**src/verilog/pfsp_consts.svh**
```systemverilog
// Purpose: constants of the shared printer/floppy port
// Assumes: 10 MHz ref_clk
// Notes:   pin slots serve both modes
`ifndef PFSP_CONSTS_SVH
`define PFSP_CONSTS_SVH
`define PFSP_CLK_NS         100
`define PFSP_CYC_UP(ns)     (((ns) + `PFSP_CLK_NS - 1) / `PFSP_CLK_NS)
`define PFSP_SETUP_NS       500
`define PFSP_STROBE_NS      1000
`define PFSP_HOLD_NS        500
`define PFSP_STEP_LOW_NS    3000
`define PFSP_STEP_UNIT_NS   500000
`define PFSP_WLOW_NS        200
`define PFSP_BOOT_SETTLE    4'h4
`define PFSP_SYNC_W         14
`define PFSP_SY_DATA_LSB    5
`define PFSP_SY_SEL         13
// Status inputs: parallel / floppy meaning
`define PFSP_ST_ACK_INDEX   0
`define PFSP_ST_BUSY_TRACK  1
`define PFSP_ST_PAPER_WPROT 2
`define PFSP_ST_ERROR_FLUX  3
`define PFSP_ST_ONLINE_CHG  4
// Control outputs: parallel / floppy meaning
`define PFSP_CT_STROBE_DRV  0
`define PFSP_CT_FEED_SPIN   1
`define PFSP_CT_INIT_HEAD   2
`define PFSP_CT_CHOOSE_DIR  3
// Data pins carrying floppy outputs
`define PFSP_DP_DENSITY     0
`define PFSP_DP_STEP        1
`define PFSP_DP_WDATA       2
`define PFSP_DP_WRITE_ENABLE_GATE_N       3
`define PFSP_FD_DATA_OE     8'h0f
`define PFSP_PRECOMP_EARLY  2'h0
`define PFSP_PRECOMP_NOM    2'h1
`define PFSP_PRECOMP_LATE   2'h2
`endif

```
**src/verilog/pfsp_pkg.sv**
```systemverilog
// Purpose: types of the shared printer/floppy port
// Assumes: nothing
// Notes:   states only, no numbers
`default_nettype none
package pfsp_pkg;
    typedef enum logic {PFSP_MODE_FLOPPY, PFSP_MODE_PARALLEL} pfsp_mode_e;
    typedef enum logic [1:0] {PP_IDLE, PP_SETUP, PP_STROBE, PP_HOLD} pfsp_pp_e;
    typedef enum logic [1:0] {SK_IDLE, SK_LOW, SK_GAP} pfsp_seek_e;
endpackage
`default_nettype wire

```
**src/verilog/pfsp_port_mux.sv**
```systemverilog
// Purpose: shared printer / single floppy port pin logic
// Assumes: pins arrive asynchronous; user side on ref_clk
// Notes:   mode caught once after reset release
// Functional notes
// - Mode sampled at boot, then held fixed
// - Select high or open gives printer functions
// - Select low gives floppy functions
// - Modes exclusive; other function fully idle
// - Floppy mode serves exactly one drive
// - Strobe low clocks data into printer
// - Auto line feed output, active low
// - Data bus works both directions
// - Printer initialise held while output low
// - Printer select output, active low
// - Density output shows low or high rate
// - Each read data fall is one flux
// - Direction low step in, high out
// - Step pulses at programmed rate per move
// - Write data falls are precompensated flux changes
// - Write gate low enables drive writing
// - Drive select and motor on outputs
`timescale 1ns/1ps
`include "pfsp_consts.svh"
`default_nettype none
module pfsp_port_mux #(
    parameter int STEP_UNIT_CYC = `PFSP_STEP_UNIT_NS / `PFSP_CLK_NS
) (
    // Clock, reset, enable
    input  wire logic       ref_clk,
    input  wire logic       rst,
    input  wire logic       clk_en,
    // Boot strap pin
    input  wire logic       port_function_select,
    // Shared pins
    input  wire logic [4:0] shared_stat_pin,
    output logic      [3:0] shared_ctl_n,
    input  wire logic [7:0] port_data_bus_in,
    output logic      [7:0] port_data_bus_out,
    output logic      [7:0] port_data_bus_oe,
    // Mode report
    output logic            mode_locked,
    output logic            mode_parallel,
    // Printer user side
    input  wire logic       pp_write_req,
    input  wire logic [7:0] pp_wdata,
    output logic            pp_ready,
    input  wire logic       pp_read_dir,
    output logic      [7:0] pp_rdata,
    input  wire logic       pp_autofeed,
    input  wire logic       pp_init,
    input  wire logic       pp_choose,
    output logic            pp_ack_pulse,
    output logic            pp_busy,
    output logic            pp_paper_out,
    output logic            pp_error,
    output logic            pp_online,
    // Floppy user side
    input  wire logic       fd_high_density,
    input  wire logic       fd_drive_on,
    input  wire logic       fd_motor_on,
    input  wire logic       fd_head1,
    input  wire logic       fd_step_out,
    input  wire logic [3:0] fd_step_rate,
    input  wire logic [7:0] fd_seek_count,
    input  wire logic       fd_seek_req,
    output logic            fd_seek_ready,
    output logic            fd_seek_busy,
    input  wire logic       fd_write_en,
    input  wire logic       fd_flux_write,
    input  wire logic [1:0] fd_precomp,
    output logic            fd_flux_pulse,
    output logic            fd_index,
    output logic            fd_track_zero,
    output logic            fd_write_protect,
    output logic            fd_disk_changed
);
    localparam logic [7:0]  SETUP_C  = 8'(`PFSP_CYC_UP(`PFSP_SETUP_NS));
    localparam logic [7:0]  STROBE_C = 8'(`PFSP_CYC_UP(`PFSP_STROBE_NS));
    localparam logic [7:0]  HOLD_C   = 8'(`PFSP_CYC_UP(`PFSP_HOLD_NS));
    localparam logic [23:0] STLOW_C  = 24'(`PFSP_CYC_UP(`PFSP_STEP_LOW_NS));
    localparam logic [23:0] UNIT_C   = 24'(STEP_UNIT_CYC);
    localparam logic [1:0]  WLOW_C   = 2'(`PFSP_CYC_UP(`PFSP_WLOW_NS));

    logic [`PFSP_SYNC_W-1:0] sy_lvl;
    logic [`PFSP_SYNC_W-1:0] sy_fall;
    logic [3:0]              boot_cnt_q;
    logic                    locked_q;
    pfsp_pkg::pfsp_mode_e    mode_q;
    logic                    par_on;
    logic                    fd_on;
    pfsp_pkg::pfsp_pp_e      pp_state_q;
    logic [7:0]              pp_cnt_q;
    logic [7:0]              pp_data_q;
    logic                    pp_take;
    logic                    autofeed_q;
    logic                    init_q;
    logic                    choose_q;
    logic                    dir_rd_q;
    pfsp_pkg::pfsp_seek_e    sk_state_q;
    logic [23:0]             sk_cnt_q;
    logic [23:0]             sk_period_q;
    logic [7:0]              sk_left_q;
    logic                    sk_dir_q;
    logic                    sk_take;
    logic                    density_q;
    logic                    drive_q;
    logic                    motor_q;
    logic                    head1_q;
    logic                    gate_q;
    logic [2:0]              dl_q;
    logic                    tap;
    logic [1:0]              wl_cnt_q;
    logic [3:0]              ctl_d;
    logic [7:0]              dbo_d;
    logic [7:0]              dboe_d;

    // ************
    // Pin synchronisers
    // ************
    pfsp_pin_sync #(.W(`PFSP_SYNC_W)) u_sync (
        .ref_clk (ref_clk),
        .rst     (rst),
        .clk_en  (clk_en),
        .pin_in  ({port_function_select, port_data_bus_in, shared_stat_pin}),
        .lvl_q   (sy_lvl),
        .fall_q  (sy_fall)
    );

    // ************
    // Boot mode capture
    // ************
    // Settle count, then freeze the strap
    always_ff @(posedge ref_clk or posedge rst) begin
        if (rst) begin
            boot_cnt_q <= 4'h0;
            locked_q   <= 1'b0;
            mode_q     <= pfsp_pkg::PFSP_MODE_PARALLEL;
        end else if (clk_en && !locked_q) begin
            if (boot_cnt_q == `PFSP_BOOT_SETTLE) begin
                locked_q <= 1'b1;
                mode_q   <= sy_lvl[`PFSP_SY_SEL] ? pfsp_pkg::PFSP_MODE_PARALLEL
                                                 : pfsp_pkg::PFSP_MODE_FLOPPY;
            end else begin
                boot_cnt_q <= boot_cnt_q + 4'h1;
            end
        end
    end

    // Mode qualifiers
    assign par_on        = locked_q && mode_q == pfsp_pkg::PFSP_MODE_PARALLEL;
    assign fd_on         = locked_q && mode_q == pfsp_pkg::PFSP_MODE_FLOPPY;
    assign mode_locked   = locked_q;
    assign mode_parallel = par_on;

    // ************
    // Printer side
    // ************
    assign pp_ready = par_on && pp_state_q == pfsp_pkg::PP_IDLE && !dir_rd_q
                      && !sy_lvl[`PFSP_ST_BUSY_TRACK];
    assign pp_take  = pp_write_req && pp_ready;

    // Printer control levels
    always_ff @(posedge ref_clk or posedge rst) begin
        if (rst) begin
            autofeed_q <= 1'b0;
            init_q     <= 1'b0;
            choose_q   <= 1'b0;
            dir_rd_q   <= 1'b0;
        end else if (clk_en) begin
            autofeed_q <= pp_autofeed;
            init_q     <= pp_init;
            choose_q   <= pp_choose;
            dir_rd_q   <= pp_read_dir;
        end
    end

    // Strobe sequence: setup, strobe, hold
    always_ff @(posedge ref_clk or posedge rst) begin
        if (rst) begin
            pp_state_q <= pfsp_pkg::PP_IDLE;
            pp_cnt_q   <= 8'h00;
            pp_data_q  <= 8'h00;
        end else if (clk_en) begin
            case (pp_state_q)
                pfsp_pkg::PP_IDLE: begin
                    if (pp_take) begin
                        pp_data_q  <= pp_wdata;
                        pp_cnt_q   <= SETUP_C - 8'h01;
                        pp_state_q <= pfsp_pkg::PP_SETUP;
                    end
                end
                pfsp_pkg::PP_SETUP: begin
                    if (pp_cnt_q == 8'h00) begin
                        pp_cnt_q   <= STROBE_C - 8'h01;
                        pp_state_q <= pfsp_pkg::PP_STROBE;
                    end else begin
                        pp_cnt_q <= pp_cnt_q - 8'h01;
                    end
                end
                pfsp_pkg::PP_STROBE: begin
                    if (pp_cnt_q == 8'h00) begin
                        pp_cnt_q   <= HOLD_C - 8'h01;
                        pp_state_q <= pfsp_pkg::PP_HOLD;
                    end else begin
                        pp_cnt_q <= pp_cnt_q - 8'h01;
                    end
                end
                pfsp_pkg::PP_HOLD: begin
                    if (pp_cnt_q == 8'h00) begin
                        pp_state_q <= pfsp_pkg::PP_IDLE;
                    end else begin
                        pp_cnt_q <= pp_cnt_q - 8'h01;
                    end
                end
                default: pp_state_q <= pfsp_pkg::PP_IDLE;
            endcase
        end
    end

    // Status and read data toward the user
    always_ff @(posedge ref_clk or posedge rst) begin
        if (rst) begin
            pp_rdata         <= 8'h00;
            pp_ack_pulse     <= 1'b0;
            pp_busy          <= 1'b0;
            pp_paper_out     <= 1'b0;
            pp_error         <= 1'b0;
            pp_online        <= 1'b0;
            fd_flux_pulse    <= 1'b0;
            fd_index         <= 1'b0;
            fd_track_zero    <= 1'b0;
            fd_write_protect <= 1'b0;
            fd_disk_changed  <= 1'b0;
        end else if (clk_en) begin
            if (par_on && dir_rd_q) begin
                pp_rdata <= sy_lvl[`PFSP_SY_DATA_LSB +: 8];
            end
            pp_ack_pulse     <= par_on && sy_fall[`PFSP_ST_ACK_INDEX];
            pp_busy          <= par_on && sy_lvl[`PFSP_ST_BUSY_TRACK];
            pp_paper_out     <= par_on && sy_lvl[`PFSP_ST_PAPER_WPROT];
            pp_error         <= par_on && !sy_lvl[`PFSP_ST_ERROR_FLUX];
            pp_online        <= par_on && sy_lvl[`PFSP_ST_ONLINE_CHG];
            fd_flux_pulse    <= fd_on && sy_fall[`PFSP_ST_ERROR_FLUX];
            fd_index         <= fd_on && !sy_lvl[`PFSP_ST_ACK_INDEX];
            fd_track_zero    <= fd_on && !sy_lvl[`PFSP_ST_BUSY_TRACK];
            fd_write_protect <= fd_on && !sy_lvl[`PFSP_ST_PAPER_WPROT];
            fd_disk_changed  <= fd_on && !sy_lvl[`PFSP_ST_ONLINE_CHG];
        end
    end

    // ************
    // Floppy side
    // ************
    // Single drive controls
    always_ff @(posedge ref_clk or posedge rst) begin
        if (rst) begin
            density_q <= 1'b0;
            drive_q   <= 1'b0;
            motor_q   <= 1'b0;
            head1_q   <= 1'b0;
            gate_q    <= 1'b0;
        end else if (clk_en) begin
            density_q <= fd_high_density;
            drive_q   <= fd_on && fd_drive_on;
            motor_q   <= fd_on && fd_motor_on;
            head1_q   <= fd_head1;
            gate_q    <= fd_on && fd_write_en
                         && sy_lvl[`PFSP_ST_PAPER_WPROT];
        end
    end

    assign fd_seek_ready = fd_on && sk_state_q == pfsp_pkg::SK_IDLE;
    assign fd_seek_busy  = sk_state_q != pfsp_pkg::SK_IDLE;
    assign sk_take       = fd_seek_req && fd_seek_ready && fd_seek_count != 8'h00;

    // Seek: one step pulse per move at programmed period
    always_ff @(posedge ref_clk or posedge rst) begin
        if (rst) begin
            sk_state_q  <= pfsp_pkg::SK_IDLE;
            sk_cnt_q    <= 24'h000000;
            sk_period_q <= 24'h000000;
            sk_left_q   <= 8'h00;
            sk_dir_q    <= 1'b0;
        end else if (clk_en) begin
            case (sk_state_q)
                pfsp_pkg::SK_IDLE: begin
                    if (sk_take) begin
                        sk_left_q   <= fd_seek_count;
                        sk_dir_q    <= fd_step_out;
                        sk_period_q <= 24'({20'h00000, fd_step_rate} + 24'h1) * UNIT_C;
                        sk_cnt_q    <= STLOW_C - 24'h1;
                        sk_state_q  <= pfsp_pkg::SK_LOW;
                    end
                end
                pfsp_pkg::SK_LOW: begin
                    if (sk_cnt_q == 24'h0) begin
                        sk_cnt_q   <= sk_period_q - STLOW_C - 24'h1;
                        sk_state_q <= pfsp_pkg::SK_GAP;
                    end else begin
                        sk_cnt_q <= sk_cnt_q - 24'h1;
                    end
                end
                pfsp_pkg::SK_GAP: begin
                    if (sk_cnt_q == 24'h0) begin
                        sk_left_q <= sk_left_q - 8'h01;
                        sk_cnt_q  <= STLOW_C - 24'h1;
                        if (sk_left_q == 8'h01) begin
                            sk_state_q <= pfsp_pkg::SK_IDLE;
                        end else begin
                            sk_state_q <= pfsp_pkg::SK_LOW;
                        end
                    end else begin
                        sk_cnt_q <= sk_cnt_q - 24'h1;
                    end
                end
                default: sk_state_q <= pfsp_pkg::SK_IDLE;
            endcase
        end
    end

    // Write precompensation taps: early, nominal, late
    always_comb begin
        case (fd_precomp)
            `PFSP_PRECOMP_EARLY: tap = dl_q[0];
            `PFSP_PRECOMP_LATE: tap = dl_q[2];
            default:            tap = dl_q[1];
        endcase
    end

    // Flux delay line and low pulse timer
    always_ff @(posedge ref_clk or posedge rst) begin
        if (rst) begin
            dl_q     <= 3'h0;
            wl_cnt_q <= 2'h0;
        end else if (clk_en) begin
            dl_q <= {dl_q[1:0], fd_flux_write && gate_q};
            if (tap) begin
                wl_cnt_q <= WLOW_C;
            end else if (wl_cnt_q != 2'h0) begin
                wl_cnt_q <= wl_cnt_q - 2'h1;
            end
        end
    end

    // ************
    // Pin multiplexer
    // ************
    // Idle released unless a mode owns the pins
    always_comb begin
        ctl_d  = 4'hf;
        dbo_d  = 8'hff;
        dboe_d = 8'h00;
        if (par_on) begin
            ctl_d[`PFSP_CT_STROBE_DRV] = pp_state_q != pfsp_pkg::PP_STROBE;
            ctl_d[`PFSP_CT_FEED_SPIN]  = !autofeed_q;
            ctl_d[`PFSP_CT_INIT_HEAD]  = !init_q;
            ctl_d[`PFSP_CT_CHOOSE_DIR] = !choose_q;
            dbo_d                      = pp_data_q;
            dboe_d                     = {8{!dir_rd_q}};
        end else if (fd_on) begin
            ctl_d[`PFSP_CT_STROBE_DRV] = !drive_q;
            ctl_d[`PFSP_CT_FEED_SPIN]  = !motor_q;
            ctl_d[`PFSP_CT_INIT_HEAD]  = head1_q;
            ctl_d[`PFSP_CT_CHOOSE_DIR] = sk_dir_q;
            dbo_d[`PFSP_DP_DENSITY]    = density_q;
            dbo_d[`PFSP_DP_STEP]       = sk_state_q != pfsp_pkg::SK_LOW;
            dbo_d[`PFSP_DP_WDATA]      = wl_cnt_q == 2'h0;
            dbo_d[`PFSP_DP_WRITE_ENABLE_GATE_N]      = !gate_q;
            dboe_d                     = `PFSP_FD_DATA_OE;
        end
    end

    // Registered pin drivers
    always_ff @(posedge ref_clk or posedge rst) begin
        if (rst) begin
            shared_ctl_n      <= 4'hf;
            port_data_bus_out <= 8'hff;
            port_data_bus_oe  <= 8'h00;
        end else if (clk_en) begin
            shared_ctl_n      <= ctl_d;
            port_data_bus_out <= dbo_d;
            port_data_bus_oe  <= dboe_d;
        end
    end

    logic [7:0] st_len_q;
    // Strobe low length helper
    always_ff @(posedge ref_clk or posedge rst) begin
        if (rst) begin
            st_len_q <= 8'h00;
        end else if (clk_en) begin
            st_len_q <= shared_ctl_n[`PFSP_CT_STROBE_DRV] ? 8'h00 : st_len_q + 8'h01;
        end
    end
endmodule
`default_nettype wire

```
**src/verilog/pfsp_pin_sync.sv**
```systemverilog
// Purpose: two-flop synchroniser with falling-edge pulses
// Assumes: inputs asynchronous to ref_clk
// Notes:   first stage read only by second
`timescale 1ns/1ps
`include "pfsp_consts.svh"
`default_nettype none
module pfsp_pin_sync #(
    parameter int W = `PFSP_SYNC_W
) (
    // Clock and reset
    input  wire logic         ref_clk,
    input  wire logic         rst,
    input  wire logic         clk_en,
    // Pins and results
    input  wire logic [W-1:0] pin_in,
    output logic      [W-1:0] lvl_q,
    output logic      [W-1:0] fall_q
);
    logic [W-1:0] s1_q;
    logic [W-1:0] s3_q;

    // ************
    // Per-bit stages
    // ************
    for (genvar i = 0; i < W; i++) begin : g_bit
        // Meta stage, level stage, edge history
        always_ff @(posedge ref_clk or posedge rst) begin
            if (rst) begin
                s1_q[i]   <= 1'b1;
                lvl_q[i]  <= 1'b1;
                s3_q[i]   <= 1'b1;
                fall_q[i] <= 1'b0;
            end else if (clk_en) begin
                s1_q[i]   <= pin_in[i];
                lvl_q[i]  <= s1_q[i];
                s3_q[i]   <= lvl_q[i];
                fall_q[i] <= s3_q[i] & ~lvl_q[i];
            end
        end
    end
endmodule
`default_nettype wire

```
**config.mk**
```make
export PLATFORM = sky130hd
export DESIGN_NAME = pfsp_port_mux
export DESIGN_NICKNAME = d
export VERILOG_FILES = /design/src/verilog/pfsp_pkg.sv /design/src/verilog/pfsp_port_mux.sv /design/src/verilog/pfsp_pin_sync.sv
export VERILOG_INCLUDE_DIRS = /design/src /design/src/verilog
export SDC_FILE = /design/constraint.sdc
export NUM_CORES = 1
export LEC_CHECK = 0
export BUFFER_PORTS_ARGS = -buffer_cell sky130_fd_sc_hd__clkbuf_2
export CAP_MARGIN = 25
export CORE_MARGIN = 8
export CORE_UTILIZATION = 42
export DETAILED_ROUTE_END_ITERATION = 6
export GPL_TIMING_DRIVEN = 0
export HOLD_SLACK_MARGIN = 0.05
export PLACE_DENSITY_LB_ADDON = 0.2
export SLEW_MARGIN = 20
export SYNTH_ARGS = -nofsm -noshare
export SYNTH_HDL_FRONTEND = slang
export SYNTH_SLANG_ARGS = --single-unit
export TNS_END_PERCENT = 100
```
**constraint.sdc**
```tcl
create_clock -name ref_clk -period 6.6 [get_ports ref_clk]
set_input_delay 1.32 -clock ref_clk [delete_from_list [all_inputs] [get_ports ref_clk]]
set_output_delay 1.32 -clock ref_clk [all_outputs]
set_load 0.01 [all_outputs]
```
# Yosys cells after proc, flatten, opt, wreduce, memory -nomap -nowiden
# Index checks and enable logic that the tools add are counted.
[op_classes]
n_addsub = 8
multipliers = 1
eq_ne = 18
mux = 33
n_bitwise = 6
n_reduce_logical = 62
[op_table]
columns = ["cell", "count"]
rows = [
  ["$mux 24", 3],
  ["$pmux 24 s3", 1],
  ["$mux 8", 7],
  ["$sub 24x1->24 const B", 2],
  ["$pmux 8 s4", 1],
  ["$logic_and 1x1->1", 26],
  ["$logic_not 24->1", 1],
  ["$mux 4", 6],
  ["$sub 24x5->24 const B", 1],
  ["$mux 2", 9],
  ["$ne 2x2->1 const B", 9],
  ["$pmux 8 s2", 1],
  ["$sub 8x1->8 const B", 2],
  ["$mul 5x10->15 const B", 1],
  ["$logic_not 1->1", 13],
  ["$reduce_and 3->1", 4],
  ["$eq 2x2->1 const B", 4],
  ["$eq 8x1->1 const B", 1],
  ["$logic_not 2->1", 4],
  ["$logic_not 8->1", 1],
  ["$pmux 2 s4", 1],
  ["$reduce_and 2->1", 4],
  ["$reduce_and 4->1", 2],
  ["$reduce_bool 2->1", 4],
  ["other kinds (14)", 20],
]
[totals]
regBits = 164
input_bits = 52
output_inout_bits = 43
word_cells = 196

# Logic depth before layout (Yosys ltp)
[logic_depth]
ltp_word = 7
depth_mapped = 14
ltp_nobuf = 14

# By module
# Synthesis repeated with hierarchy kept, for this count alone.
[unflattened]
hier_cells = 899
hier_area_um2 = 9562.9
[modules_own_cells]
columns = ["mod", "n_inst", "cells_each", "area_per_inst_um2", "seq_area_each_um2"]
rows = [
  ["pfsp_port_mux", 1, 750, 7201.9, 3019.1],
  ["pfsp_pin_sync", 1, 149, 2361.0, 1453.9],
]

# Least setup slack after synthesis
# Ideal clock, no wire load.
[synth_path]
kind = "input-to-reg"
from = "input port fd_step_rate[0]"
to = "register sk_period_q[15]"
setup_time_ns = 0.069
t_arrival_ns = 4.295
required_ns = 6.531
path_slack_ns = 2.236
stages = 12
n_path_buf = 0
cell_sequence = "ha_1 -> xnor2_1 -> inv_1 -> fa_1 -> ha_1 -> ha_1 -> ha_1 -> inv_1 -> o21bai_1 -> a31oi_1 -> or4b_2 -> nand3_1"
[synth_between]
elab_chain_cells = 2
[synth_rtl]
columns = ["element", "line", "source"]
rows = [
  ["start, declared", "pfsp_port_mux.sv:63", "input wire logic [3:0] fd_step_rate,"],
  ["$add 4x1->5", "pfsp_port_mux.sv:290", "sk_period_q <= 24'({20'h00000, fd_step_rate} + 24'h1) * UNIT_C;"],
  ["$mul 5x10->15", "pfsp_port_mux.sv:290", ""],
  ["end signal, assigned", "pfsp_port_mux.sv:290", ""],
  ["end, declared", "pfsp_port_mux.sv:101", "logic [23:0] sk_period_q;"],
]
# Every way passes these cells.
# A chain may end at the register's enable or synchronous reset.

# Worst setup path after layout
# Ends and elaborated chain as after synthesis.

==> run summary <==
Route
- total vias in the final route: 6455
- Routed wire per std cell: 16.9 um
- antenna-violating nets left: 0
- DRC violations left: 0
- Detailed Route Iter0 Violations: 260
- first-pass iteration count of the detailed router: 6
- detailed-route vias per instance: 5.35
- total wire length: 20400 um

STA
- Least-Margin Pin Slew: 0.782 ns
- final number of max-transition violations: 0
- Setup WS post-layout: 2.17 ns
- total count of hold-check failures in the final report: 0
- final critical delay including setup and external delays: 4.43 ns
- worst rel slew slack: 47.9%
- largest clock skew in the final design: 0.0168 ns
- count of final setup violators: 0
- period utilization: 67.1%
- maximum frequency from static timing analysis: 226 MHz
- Post-Route Setup TNS: 0 ns
- RSZ-0062 raised after global routing: no

GRT
- global routing's busiest layer: met2
- pin count of the biggest net entering global routing: 89
- via count of the first global-routing pass: 6251
- total grt overflow: 0
- GRT met3 Usage: 3.23%
- number of antenna violations at the first check in global routing: 0
- wire length of the first global-routing pass: 33000 um
- Total Routing Usage GR: 17.0%
- met2 Usage GRT: 27.5%
- global routing met1 resource utilization: 22.8%

Worst setup path
- Setup CP Type: in -> reg
- type of destination of the critical path: flop
- Critical Path AT: 4.79 ns
- largest fanout on the critical path: 6
- Worst Setup Start Kind: input port
- Worst Path Required: 6.96 ns

Logic synthesis
- nets in the synthesized netlist: 914
- XOR/XNOR Fraction of Synth Area: 2.42%
- portion of synthesized cell area occupied by the leading cell type: 32.8%
- top cells by area in the synthesized netlist: dfrtp_1 33%, dfstp_2 14%, mux2_2 8.3%
- cell with the most instances after synthesis: dfrtp_1
- number of synthesized register bits: 152
- post-synthesis sequential area ratio: 46.3%
- multiplexer fraction of the synthesized cell area: 8.97%
- complex-gate fraction of the synthesized area: 14.9%
- dominant register cell in the synthesized netlist: dfrtp_1
- Avg Cell Area, Syn: 10.2 um2
- cell taking the most area after synthesis: dfrtp_1
- cell area after synthesis: 8320 um2
- fraction of the mapped netlist area in simple logic gates: 15.6%
- top cells by count, synth: 109 x dfrtp_1, 90 x nand2_1, 61 x mux2_2
- count of cell types in the netlist: 74
- combinational family with the most area after synthesis: simple AND/OR/NAND/NOR gates
- post-synthesis async set-or-reset flop share: 100%
- gate count of the mapped netlist: 815
- Adder-Cell Fraction of Synth Area: 7.43%
- number of enable-type register cells in the synthesized netlist: 0
- warning count from the yosys run: 0

Floorplanning
- starting density of the core: 42.8%
- Top Ports: 95
- y dimension of the die: 157 um
- core area: 19500 um2
- DIE AREA: 24600 um2
- number of placement rows: 51
- width of the die: 157 um

Hold path
- path category of the worst min-delay check: reg -> reg

Clock tree
- number of clock buffers inserted by TritonCTS: 17
- Sinks on Clock Net: 152
- clock slew at reported path FFs: 0.07 ns
- hold bufs inserted after CTS: 0
- count of buffers added by post-CTS timing repair for setup: 0
- maximum buffer depth of the clock tree: 2
- post-CTS sizing: 0
- insertion delay of the later-clocked pin in the worst-skew pair: 0.43 ns
- clock tree from TritonCTS: yes
- clock root cell: clkbuf_16
- number of H-tree levels: 4

Power and ir drop
- largest vdd supply drop: 256 uV
- share of power burned in registers: 37.3%
- power share of the clock group: 25.2%
- net switching share of the total power: 39.0%
- Total Power: 0.00391 W
- Int Power: 0.00239 W
- reported leakage power: 4.47 nW
- net switching power: 0.00152 W
- Comb pwr share: 37.5%
- total power divided by cell area: 401 nW/um2

Layout
- share of post-route cells with drive strength above 1: 27.3%
- antenna diode count: 0
- final net count: 1028
- Area growth syn-to-layout: 17.2%
- number of non-filler instances in the completed layout: 1207

Outcome
- run status: finished, final reports clean

Placed design
- HPWL Detailed: 15100 um
- weighted congestion at the end of routability-driven global placement: 0.835
- Place WS: 1.66 ns
- post-placement cell count: 1175
- number of input and output port buffers inserted: 94

Run
- Max-cap violations: 0

-- placed cells by master, fill, tap and decap left out, types with 6 or more instances in the layout --
cell	netlist	final
dfrtp_1	109	109
clkbuf_2	0	94
nand2_1	90	90
mux2_2	61	61
o21ai_0	56	56
inv_1	50	49
nor2_1	47	47
ha_1	43	43
dfstp_2	43	43
a21oi_1	34	34
clkbuf_1	25	25
nor3_1	24	24
o22ai_1	18	18
nand3_1	17	17
clkbuf_16	0	17
xnor2_1	13	13
o22a_1	11	11
xor2_1	10	10
nor4_1	10	10
a31oi_1	8	8
nor3b_1	7	7
or4_1	7	7
buf_4	7	7
a21o_1	7	7
mux2i_1	6	6
inv_8	0	6
-- routing by layer --
layer  up-vias  routed length [um]
met3        16                1080
met4         0                 195
li1       3168                   -
met1      3124                9470
met5         -                   0
met2       147                9660
-- critical path, stage by stage --
cell and delay [ns]:
clkbuf_2 0.15, ha_1 0.25, xnor2_1 0.35, inv_1 0.19
fa_1 0.51, ha_1 0.31, ha_1 0.30, ha_1 0.30
inv_1 0.06, o21bai_1 0.20, a31oi_1 0.15, or4b_2 0.62
nand3_1 0.08
-- final cells by class --
cell class / count / area, um2
clock buffers: 18 / 439
multi-input cells: 576 / 4100
inverters: 51 / 199
repair buffers: 95 / 498
plain buffers: 36 / 171
fillers: 1820 / 9710
well taps: 265 / 332
flip-flops and latches: 152 / 3860
clock inverters: 14 / 156
-- registers in the layout (all words and copies together) (netlist names), 2 cells and up --
| register | cells |
|---|---|
| sk_cnt_q | 24 |
| sk_period_q | 15 |
| u_sync.lvl_q | 14 |
| u_sync.s1_q | 14 |
| port_data_bus_out | 8 |
| pp_cnt_q | 8 |
| pp_data_q | 8 |
| pp_rdata | 8 |
| sk_left_q | 8 |
| boot_cnt_q | 4 |
| shared_ctl_n | 4 |
| dl_q | 3 |
| port_data_bus_oe | 2 |
| pp_state_q | 2 |
| sk_state_q | 2 |
| u_sync.fall_q | 2 |
| u_sync.s3_q | 2 |
| wl_cnt_q | 2 |
-- cells by family (layout without fill, tap and decap cells) --
kind of cell    Yosys count  after routing
simple gates            249            249
buf+inv                  87            214
xor+xnor                 23             23
compound gates          190            190
mux                      67             67
fa+ha+maj                47             47
flops                   152            152
-- power by group through the flow --
stage	Clock, W	Combinational [W]	Sequential, W
2_1_floorplan	0	0.00103	0.00145
3_3_place_gp	0	0.00146	0.00147
3_5_place_dp	0	0.00147	0.00147
4_1_cts	0.00101	0.00148	0.00146
5_1_grt	0.00104	0.00164	0.00150
6_report	0.000986	0.00147	0.00146
-- stage by stage --
| step | utilization [%] | hold WS (ns) | cell area, um2 |
|---|---|---|---|
| 5_1_grt | 50.1 | 0.514 | 9760 |
| 2_1_floorplan | - | 0.437 | 8320 |
| 6_report | 50.1 | 0.472 | 9760 |
| 3_5_place_dp | 47.1 | 0.456 | 9160 |
| 3_3_place_gp | 46.9 | 0.454 | 9130 |
| 4_1_cts | 50.1 | 0.472 | 9760 |
-- worst paths after layout --
check / start / depth (start not counted) / endpoint / slack, ns
max: fd_step_rate[0] / 13 / sk_period_q[15] / 2.17
max in group asynchronous: rst / 3 / u_sync.lvl_q[1] / 4.85
min: boot_cnt_q[3] / 1 / boot_cnt_q[3] / 0.47
min in group asynchronous: rst / 2 / pp_rdata[5] / 0.93
min reg2reg: boot_cnt_q[3] / 1 / boot_cnt_q[3] / 0.47
max reg2reg: mode_locked / 8 / sk_cnt_q[12] / 3.54
Note: power is estimated with default switching activity, not from simulation.
